<file path="src/hw/irq_pkg.sv">
// package: constants, types and summary of the interrupt output block
// Summary of operation
// - event in normal/stop gives 100 us low pulse
// - at least 100 us high between pulses
// - pulses never change the operating mode
// - class 0: only wake status bits interrupt
// - wake event interrupts only if source enabled
// - wake sources: can, wake pin, timer, gpio
// - class 1: failures also interrupt, except level/id
// - reset and fail-safe causing bits never interrupt
// - no pulse in restart, fail-safe or sleep
// - stop entry with pending wake bits pulses
// - status registers update at pulse falling edge
// - latched events held until host clears them
// - init mode samples pin through 10 us filter
// - wake pin change qualifies after 16 us stable
// - both wake pin edges are signalled
// - restart mode gpio wake sets flag, no pulse
package irq_pkg;

  // ---------------------------------------------------------------------
  // timing
  // ---------------------------------------------------------------------
  localparam int CLK_HZ          = 10_000_000;
  localparam int PULSE_US        = 100;
  localparam int GAP_US          = 100;
  localparam int WAKE_FILT_US    = 16;
  localparam int CFG_FILT_US     = 10;
  localparam int PULSE_CYC       = (PULSE_US * (CLK_HZ / 1_000_000));
  localparam int GAP_CYC         = (GAP_US * (CLK_HZ / 1_000_000));
  localparam int WAKE_FILT_CYC   = (WAKE_FILT_US * (CLK_HZ / 1_000_000));
  localparam int CFG_FILT_CYC    = (CFG_FILT_US * (CLK_HZ / 1_000_000));
  localparam int CNT_W           = 11;

  // ---------------------------------------------------------------------
  // wake source bit positions
  // ---------------------------------------------------------------------
  localparam int WK_CAN          = 0;
  localparam int WK_PIN          = 1;
  localparam int WK_TIMER        = 2;
  localparam int WK_GPIO         = 3;
  localparam int WK_N            = 4;
  localparam int FAIL_N          = 8;
  localparam logic [WK_N-1:0]   WAKE_RST = 4'h0;
  localparam logic [FAIL_N-1:0] FAIL_RST = 8'h00;

  // ---------------------------------------------------------------------
  // modes and states
  // ---------------------------------------------------------------------
  typedef enum logic [2:0] {
    MODE_INIT     = 3'h0,
    MODE_NORMAL   = 3'h1,
    MODE_STOP     = 3'h2,
    MODE_SLEEP    = 3'h3,
    MODE_RESTART  = 3'h4,
    MODE_FAILSAFE = 3'h5
  } sbc_mode_t;

  typedef enum logic [2:0] {
    ST_IDLE  = 3'h1,
    ST_PULSE = 3'h2,
    ST_GAP   = 3'h4
  } irq_state_t;

  // ---------------------------------------------------------------------
  // carriers
  // ---------------------------------------------------------------------
  typedef struct packed {
    logic can;
    logic pin;
    logic timer;
    logic gpio;
  } wake_src_t;

  typedef struct packed {
    logic [WK_N-1:0]   wake;
    logic [FAIL_N-1:0] fail;
  } status_t;

endpackage

</file>
<file path="src/hw/level_filter.sv">
// stable-level filter: output follows input after it is steady for FILT cycles
`timescale 1ns/1ps
module level_filter #(
  parameter int FILT = 160
) (
  // clock and reset
  input  wire logic clk,
  input  wire logic arst_n,
  // level in and qualified level out
  input  wire logic din,
  output logic      dout,
  output logic      change
);

  logic [irq_pkg::CNT_W-1:0] cnt_reg;

  // restart count on every crossing, so glitches shorter than the filter vanish
  always_ff @(posedge clk or negedge arst_n) begin
    if (!arst_n) begin
      cnt_reg <= '0;
      dout    <= 1'b0;
      change  <= 1'b0;
    end else begin
      change <= 1'b0;
      if (din == dout) begin
        cnt_reg <= '0;
      end else if (cnt_reg == irq_pkg::CNT_W'(FILT - 1)) begin
        cnt_reg <= '0;
        dout    <= din;
        change  <= 1'b1;
      end else begin
        cnt_reg <= cnt_reg + 1'b1;
      end
    end
  end

endmodule

</file>
<file path="src/hw/sbc_interrupt_output.sv">
// interrupt output logic: pulse timing, source gating and status latching
`timescale 1ns/1ps
module sbc_interrupt_output #(
  parameter int PULSE_CYC     = irq_pkg::PULSE_CYC,
  parameter int GAP_CYC       = irq_pkg::GAP_CYC,
  parameter int WAKE_FILT_CYC = irq_pkg::WAKE_FILT_CYC,
  parameter int CFG_FILT_CYC  = irq_pkg::CFG_FILT_CYC
) (
  // clock and reset
  input  wire logic                        clk,
  input  wire logic                        arst_n,
  // operating mode, owned by the mode controller
  input  wire irq_pkg::sbc_mode_t          mode,
  // configuration
  input  wire logic                        class_select,
  input  wire irq_pkg::wake_src_t          wake_enable,
  input  wire logic                        gpio_is_wake,
  // raw events
  input  wire logic                        can_wake,
  input  wire logic                        timer_wake,
  input  wire logic                        wake_pin,
  input  wire logic                        gpio_pin,
  input  wire logic [irq_pkg::FAIL_N-1:0]  fail_event,
  input  wire logic [irq_pkg::FAIL_N-1:0]  fail_irq_allow,
  // host clear strobes
  input  wire logic                        clear_wake_primary,
  input  wire logic                        clear_wake_secondary,
  input  wire logic                        clear_fail,
  // interrupt pin (pin read back for configuration sampling)
  input  wire logic                        irq_pin_in,
  output logic                             irq_out_n,
  output logic                             irq_out_en,
  // status seen by the host
  output irq_pkg::status_t                 status_visible,
  output logic [1:0]                       wake_level_status,
  output logic                             gpio_wake_event,
  output logic                             hw_config_sel,
  output logic                             wake_device
);

  // ---------------------------------------------------------------------
  // input qualification
  // ---------------------------------------------------------------------
  logic wk_lvl;
  logic wk_chg;
  logic gp_lvl;
  logic gp_chg;
  logic cfg_lvl;

  // both edges of the filtered level count as wake events
  level_filter #(.FILT(WAKE_FILT_CYC)) u_wk_filt (
    .clk    (clk),
    .arst_n (arst_n),
    .din    (wake_pin),
    .dout   (wk_lvl),
    .change (wk_chg)
  );

  level_filter #(.FILT(WAKE_FILT_CYC)) u_gp_filt (
    .clk    (clk),
    .arst_n (arst_n),
    .din    (gpio_pin & gpio_is_wake),
    .dout   (gp_lvl),
    .change (gp_chg)
  );

  level_filter #(.FILT(CFG_FILT_CYC)) u_cfg_filt (
    .clk    (clk),
    .arst_n (arst_n),
    .din    (irq_pin_in),
    .dout   (cfg_lvl),
    .change ()
  );

  // ---------------------------------------------------------------------
  // source gating
  // ---------------------------------------------------------------------
  logic [irq_pkg::WK_N-1:0] wake_hit;
  logic [irq_pkg::WK_N-1:0] en_vec;
  logic                     pulse_ok;
  logic                     gpio_ev;

  // gpio edges count only while the pin is configured as a wake input
  assign gpio_ev = gp_chg & gpio_is_wake;
  // enable vector in wake-bit order; the gpio enable also needs wake configuration
  assign en_vec  = {wake_enable.gpio & gpio_is_wake, wake_enable.timer,
                    wake_enable.pin, wake_enable.can};
  // four wake sources, each only when enabled as a wake source
  assign wake_hit = {gpio_ev, timer_wake, wk_chg, can_wake} & en_vec;
  // pulses only in normal and stop; restart, fail-safe and sleep stay quiet
  assign pulse_ok = (mode == irq_pkg::MODE_NORMAL) || (mode == irq_pkg::MODE_STOP);

  // ---------------------------------------------------------------------
  // pending event latch (internal, before the visible copy)
  // ---------------------------------------------------------------------
  logic [irq_pkg::WK_N-1:0]   wake_lat_reg;
  logic [irq_pkg::FAIL_N-1:0] fail_lat_reg;
  logic [irq_pkg::FAIL_N-1:0] fail_irq;
  logic                       wake_clr_p;
  logic                       wake_clr_s;
  logic                       fail_clr;

  // class 1 lets allowed failures through; the exception bits are kept out by mask
  assign fail_irq = fail_event & fail_irq_allow & {irq_pkg::FAIL_N{class_select}};

  // set wins over a host clear in the same cycle; held until cleared
  always_ff @(posedge clk or negedge arst_n) begin
    if (!arst_n) begin
      wake_lat_reg <= irq_pkg::WAKE_RST;
    end else begin
      for (int i = 0; i < irq_pkg::WK_N; i++) begin
        if (wake_hit[i]) begin
          wake_lat_reg[i] <= 1'b1;
        end else if ((i == irq_pkg::WK_GPIO) ? wake_clr_s : wake_clr_p) begin
          wake_lat_reg[i] <= 1'b0;
        end
      end
    end
  end

  // failures latch in every class; the class only decides about the pulse
  always_ff @(posedge clk or negedge arst_n) begin
    if (!arst_n) begin
      fail_lat_reg <= irq_pkg::FAIL_RST;
    end else begin
      fail_lat_reg <= (fail_clr ? '0 : fail_lat_reg) | fail_event;
    end
  end

  // ---------------------------------------------------------------------
  // request generation
  // ---------------------------------------------------------------------
  logic             req_reg;
  logic             stop_q_reg;
  logic             stop_entry;
  logic             fall;
  logic             pending_wake;

  // stop entry is the first cycle of the stop level; pending wake bits re-announce
  assign stop_entry   = (mode == irq_pkg::MODE_STOP) && !stop_q_reg;
  assign pending_wake = |(wake_lat_reg & en_vec);

  // previous-cycle copy of the stop level for the entry edge
  always_ff @(posedge clk or negedge arst_n) begin
    if (!arst_n) begin
      stop_q_reg <= 1'b0;
    end else begin
      stop_q_reg <= (mode == irq_pkg::MODE_STOP);
    end
  end

  // events outside normal/stop are dropped so a mode return does not fire stale pulses
  always_ff @(posedge clk or negedge arst_n) begin
    if (!arst_n) begin
      req_reg <= 1'b0;
    end else if (!pulse_ok) begin
      req_reg <= 1'b0;
    end else if ((|wake_hit) || (|fail_irq) || (stop_entry && pending_wake)) begin
      req_reg <= 1'b1;
    end else if (fall) begin
      req_reg <= 1'b0;
    end
  end

  // ---------------------------------------------------------------------
  // pulse and gap sequencer
  // ---------------------------------------------------------------------
  irq_pkg::irq_state_t       state_reg;
  irq_pkg::irq_state_t       state_next;
  logic [irq_pkg::CNT_W-1:0] cnt_reg;
  logic                      cnt_done;

  // terminal counts of the two timed phases share one counter
  assign cnt_done = (state_reg == irq_pkg::ST_PULSE) ?
                    (cnt_reg == irq_pkg::CNT_W'(PULSE_CYC - 1)) :
                    (cnt_reg == irq_pkg::CNT_W'(GAP_CYC - 1));
  assign fall     = (state_reg == irq_pkg::ST_IDLE) && (state_next == irq_pkg::ST_PULSE);

  // a clear that meets a snapshot is held back from the latch as well, so the
  // visible copy and the latch agree and the events just taken are not lost
  assign wake_clr_p = clear_wake_primary && !fall;
  assign wake_clr_s = clear_wake_secondary && !fall;
  assign fail_clr   = clear_fail && !fall;

  // a request during the gap waits in req_reg until the gap has run out
  always_comb begin
    state_next = state_reg;
    case (state_reg)
      irq_pkg::ST_IDLE: begin
        if (req_reg && pulse_ok) begin
          state_next = irq_pkg::ST_PULSE;
        end
      end
      irq_pkg::ST_PULSE: begin
        if (cnt_done) begin
          state_next = irq_pkg::ST_GAP;
        end
      end
      irq_pkg::ST_GAP: begin
        if (cnt_done) begin
          state_next = irq_pkg::ST_IDLE;
        end
      end
      default: begin
        state_next = irq_pkg::ST_IDLE;
      end
    endcase
  end

  // sequencer state register
  always_ff @(posedge clk or negedge arst_n) begin
    if (!arst_n) begin
      state_reg <= irq_pkg::ST_IDLE;
    end else begin
      state_reg <= state_next;
    end
  end

  // one counter times both phases from the system clock
  always_ff @(posedge clk or negedge arst_n) begin
    if (!arst_n) begin
      cnt_reg <= '0;
    end else if (state_next != state_reg || state_reg == irq_pkg::ST_IDLE) begin
      cnt_reg <= '0;
    end else begin
      cnt_reg <= cnt_reg + 1'b1;
    end
  end

  // pin is driven low only while pulsing; no mode output exists here at all
  always_ff @(posedge clk or negedge arst_n) begin
    if (!arst_n) begin
      irq_out_n  <= 1'b1;
      irq_out_en <= 1'b0;
    end else begin
      irq_out_n  <= (state_next != irq_pkg::ST_PULSE);
      irq_out_en <= (mode != irq_pkg::MODE_INIT); // pin is an input while configuration sampled
    end
  end

  // ---------------------------------------------------------------------
  // host-visible status
  // ---------------------------------------------------------------------
  // snapshot at the falling edge; clears act directly on the visible copy
  always_ff @(posedge clk or negedge arst_n) begin
    if (!arst_n) begin
      status_visible <= '{wake: irq_pkg::WAKE_RST, fail: irq_pkg::FAIL_RST};
    end else if (fall) begin
      status_visible <= '{wake: wake_lat_reg, fail: fail_lat_reg};
    end else begin
      if (clear_wake_primary) begin
        status_visible.wake[irq_pkg::WK_TIMER:irq_pkg::WK_CAN] <= 3'h0;
      end
      if (clear_wake_secondary) begin
        status_visible.wake[irq_pkg::WK_GPIO] <= 1'b0;
      end
      if (clear_fail) begin
        status_visible.fail <= irq_pkg::FAIL_RST;
      end
    end
  end

  // live levels, never latched
  always_ff @(posedge clk or negedge arst_n) begin
    if (!arst_n) begin
      wake_level_status <= 2'h0;
    end else begin
      wake_level_status <= {gp_lvl, wk_lvl};
    end
  end

  // gpio wake flag is set in restart too; fail-safe entry clears it
  always_ff @(posedge clk or negedge arst_n) begin
    if (!arst_n) begin
      gpio_wake_event <= 1'b0;
    end else if (gpio_ev) begin
      gpio_wake_event <= 1'b1;
    end else if (clear_wake_secondary || mode == irq_pkg::MODE_FAILSAFE) begin
      gpio_wake_event <= 1'b0;
    end
  end

  // configuration level caught only while in init
  always_ff @(posedge clk or negedge arst_n) begin
    if (!arst_n) begin
      hw_config_sel <= 1'b0;
    end else if (mode == irq_pkg::MODE_INIT) begin
      hw_config_sel <= cfg_lvl;
    end
  end

  logic quiet_mode;

  // sleep and fail-safe mute the pin, so a wake edge wakes the device instead
  assign quiet_mode = (mode == irq_pkg::MODE_SLEEP) || (mode == irq_pkg::MODE_FAILSAFE);

  // one-cycle wake request towards the mode controller
  always_ff @(posedge clk or negedge arst_n) begin
    if (!arst_n) begin
      wake_device <= 1'b0;
    end else begin
      wake_device <= (|wake_hit) && quiet_mode;
    end
  end

endmodule

</file>
<file path="config.mk">
export PLATFORM = sky130hd
export DESIGN_NAME = sbc_interrupt_output
export DESIGN_NICKNAME = d
export VERILOG_FILES = /design/src/hw/irq_pkg.sv /design/src/hw/level_filter.sv /design/src/hw/sbc_interrupt_output.sv
export SDC_FILE = /design/constraint.sdc
export NUM_CORES = 1
export LEC_CHECK = 0
export ABC_AREA = 1
export BUFFER_PORTS_ARGS = -buffer_cell sky130_fd_sc_hd__buf_2
export CAP_MARGIN = 10
export CORE_ASPECT_RATIO = 1.1
export CORE_MARGIN = 10
export CORE_UTILIZATION = 53
export DETAILED_ROUTE_END_ITERATION = 12
export GPL_TIMING_DRIVEN = 0
export PLACE_DENSITY_LB_ADDON = 0.15
export SLEW_MARGIN = 5
export SYNTH_ARGS = -nofsm -noshare
export SYNTH_HDL_FRONTEND = slang
export SYNTH_HIERARCHICAL = 1
export SYNTH_SLANG_ARGS = --single-unit
</file>
<file path="constraint.sdc">
create_clock -name clk -period 3.57 [get_ports clk]
set_input_delay 0.1785 -clock clk [delete_from_list [all_inputs] [get_ports clk]]
set_output_delay 0.1785 -clock clk [all_outputs]
set_load 0.05 [all_outputs]
</file>
==> summary.md <==
| Metric | Value |
|---|---|
| Status | completed |
| Max Cap Violations | 0 |
| Via-to-Cell Ratio | 4.92 |
| Flip-flop and latch area | 0.00213 mm^2 |
| DR iter-0 viols | 146 |
| Total track usage | 15.1% |
| Met1 Use GR | 19.2% |
| M2 GR Usage | 24.3% |
| Net Count, Synth | 510 |
| Startpoint Class | register |
| CTS tree | built |
| Post-CTS sizing | 0 |
| Min Hold Slack | 18.6 ps |
| Largest net degree at the start of global routing | 47 |
| Post-CTS Setup Bufs | 0 |
| CP Cell Sequence | ha_1 > nand2_1 > nor2_2 > nand3_1 > nand2_1 > nand2_1 > nand3_1 > buf_4 > nor3_2 |
| Reg-to-reg slack, setup | 1920 ps |
| CTS root buffer | clkbuf_8 |
| Layout cell share with drive strength beyond 1 | 22.9% |
| Critical path data arrival time | 1950 ps |
| Die H | 113 um |
| Initial antenna violation count | 0 |
| Num ports | 54 |
| RSZ-0062 raised after global routing | no |
| Tmin final | 1650 ps |
| Cell family with most CP delay | simple AND/OR/NAND/NOR gates |
| Crit path buffers/inverters | 1 |
| Setup TNS | 0 ps |
| First-pass GRT wire length | 14800 um |
| Maximum level of the CTS H-tree | 3 |
| Grt ovf | 0 |
| Sink Count | 85 |
| Clock Pin Slew Worst Setup and Hold Paths | 90 ps |
| Worst Max-Slew Pin Slew | 519 ps |
| Drt first pass iters | 5 |
| Final ANT Viol Nets | 0 |
| Crit Path Class | register to register |
| Syn_area_per_cell | 8.78 um^2 |
| Final Skew | 7.88 ps |
| Post-route DRC violation count | 0 |
| Slowest CP cell | dfrtp_1 |
| Max reg flops | 12 |
| Vias | 3185 |
| CTS Hold Bufs | 1 |
| Synthesis-to-layout area growth | 16.5% |
| Nets | 576 |
| Number of global-route vias before repair | 3217 |
| Avg WL per Cell | 13.2 um |
| Maximum fanout along the worst path | 10 |
| Setup crit end kind | register |
| Max-slew violation count | 0 |
| F_max | 605 MHz |
| Final period util | 46.3% |
| Cell mode on critical path | nand2_1 |
| HP Class | input port to register |
| # diodes | 0 |
| Die Width | 104 um |
| Clk Latency, worst-skew pair | 360 ps |
| CTS buffer count | 9 |
| Synth Cell Area | 0.00414 mm^2 |
| Number of I/O port buffers | 53 |
| Area of the core | 0.00751 mm^2 |
| Pwr/cell area | 462 mW/mm^2 |
| Initial Util | 55.1% |
| DP HPWL | 6220 um |
| Post-Synthesis Cells | 471 |
| Yosys Warn Count | 6 |
| Fin. Hold Viols | 0 |
| Slowest Stage Delay on Critical Path | 430 ps |
| Setup violators final | 0 |
| WP data required | 3860 ps |
| Leak pwr | 2.24 nW |
| GR Layer Usage met3 | 4.12% |
| Max_slew headroom | 65.4% |
| VDD IR max | 0.219 mV |
| WL final | 8520 um |
| GR peak layer | met2 |
| Die Area | 0.0117 mm^2 |
| Layout filler cell count | 645 |
| # rows | 33 |
| Routability Congestion | 0.898 |
| Reg with most FFs | status_visible |
| CTS max path bufs | 2 |
| Multi-input logic area | 0.00171 mm^2 |
==> final timing paths <==
check                      cells after the start               endpoint                 start
max reg2reg                                    9             cnt_reg[9]            cnt_reg[0]
min in group asynchronous                      2        fail_lat_reg[2]                arst_n
min reg2reg                                    1   u_wk_filt/cnt_reg[0]  u_wk_filt/cnt_reg[0]
min                                            2        fail_lat_reg[7]         fail_event[7]
max                                            9             cnt_reg[9]            cnt_reg[0]
max in group asynchronous                      3  u_cfg_filt/cnt_reg[4]                arst_n
==> placed cells by master, fill, tap and decap left out, types with 2 or more instances in the layout <==
master	n
nand2_1	107
dfrtp_1	83
inv_1	64
nor2_1	56
buf_2	54
nand3_1	26
xor2_1	13
nor3_2	12
o22ai_1	11
o21bai_1	10
clkbuf_8	10
a21oi_1	9
inv_2	8
o21ai_0	7
nand4_1	6
nand3_2	6
nor2_4	6
nor3_1	5
o21ai_1	5
nor2_2	4
ha_1	4
nand2_2	3
bufinv_16	3
buf_4	2
xnor2_1	2
nand3b_1	2
o31ai_1	2
clkinvlp_4	2
dfstp_2	2
xor2_2	2
nor3b_2	2
==> where the power goes <==
part | internal [W] | total [W] | leakage (nW) | switching, W
clock | 0.000482 | 0.000832 | 0.119 | 0.000349
sequential | 0.00102 | 0.00106 | 1.10 | 0.0000402
combinational | 0.000111 | 0.000334 | 1.02 | 0.000223
total | 0.00161 | 0.00223 | 2.24 | 0.000613
==> stage by stage <==
stage / util [%] / instances / area (um^2) / setup WS [ps] / power, W
after detailed placement: 60.7 / 630 / 4560 / 1930 / 0.00142
after floorplan: - / 471 / 4140 / 2110 / 0.00131
final: 64.2 / 647 / 4820 / 1920 / 0.00223
after global routing: 64.2 / 647 / 4820 / 1740 / 0.00233
after CTS: 64.2 / 647 / 4820 / 1910 / 0.00225
after global placement: 60.3 / 629 / 4530 / 1630 / 0.00140
==> worst reg2reg max path, delay by kind of cell, from the launching register on <==
| family | cells | cell delay, ps |
|---|---|---|
| and+or+nand+nor | 7 | 700 |
| DFF | 1 | 430 |
| adders and majority gates | 1 | 240 |
| buffers and inverters | 1 | 200 |
==> routing by layer <==
metal	vias up	wire, um
li1	1620	-
met1	1500	4030
met2	58	4040
met3	7	344
met4	0	100
met5	-	0
==> area by class of cell <==
class	count	share of cell area, %
flip-flops and latches	85	44.2
multi-input cells	310	35.4
repair buffers	55	6.33
inverters	72	5.60
clock buffers	10	2.85
well taps	105	2.72
clock inverters	6	2.28
plain buffers	4	0.597
(Power assumes the default switching activity.)
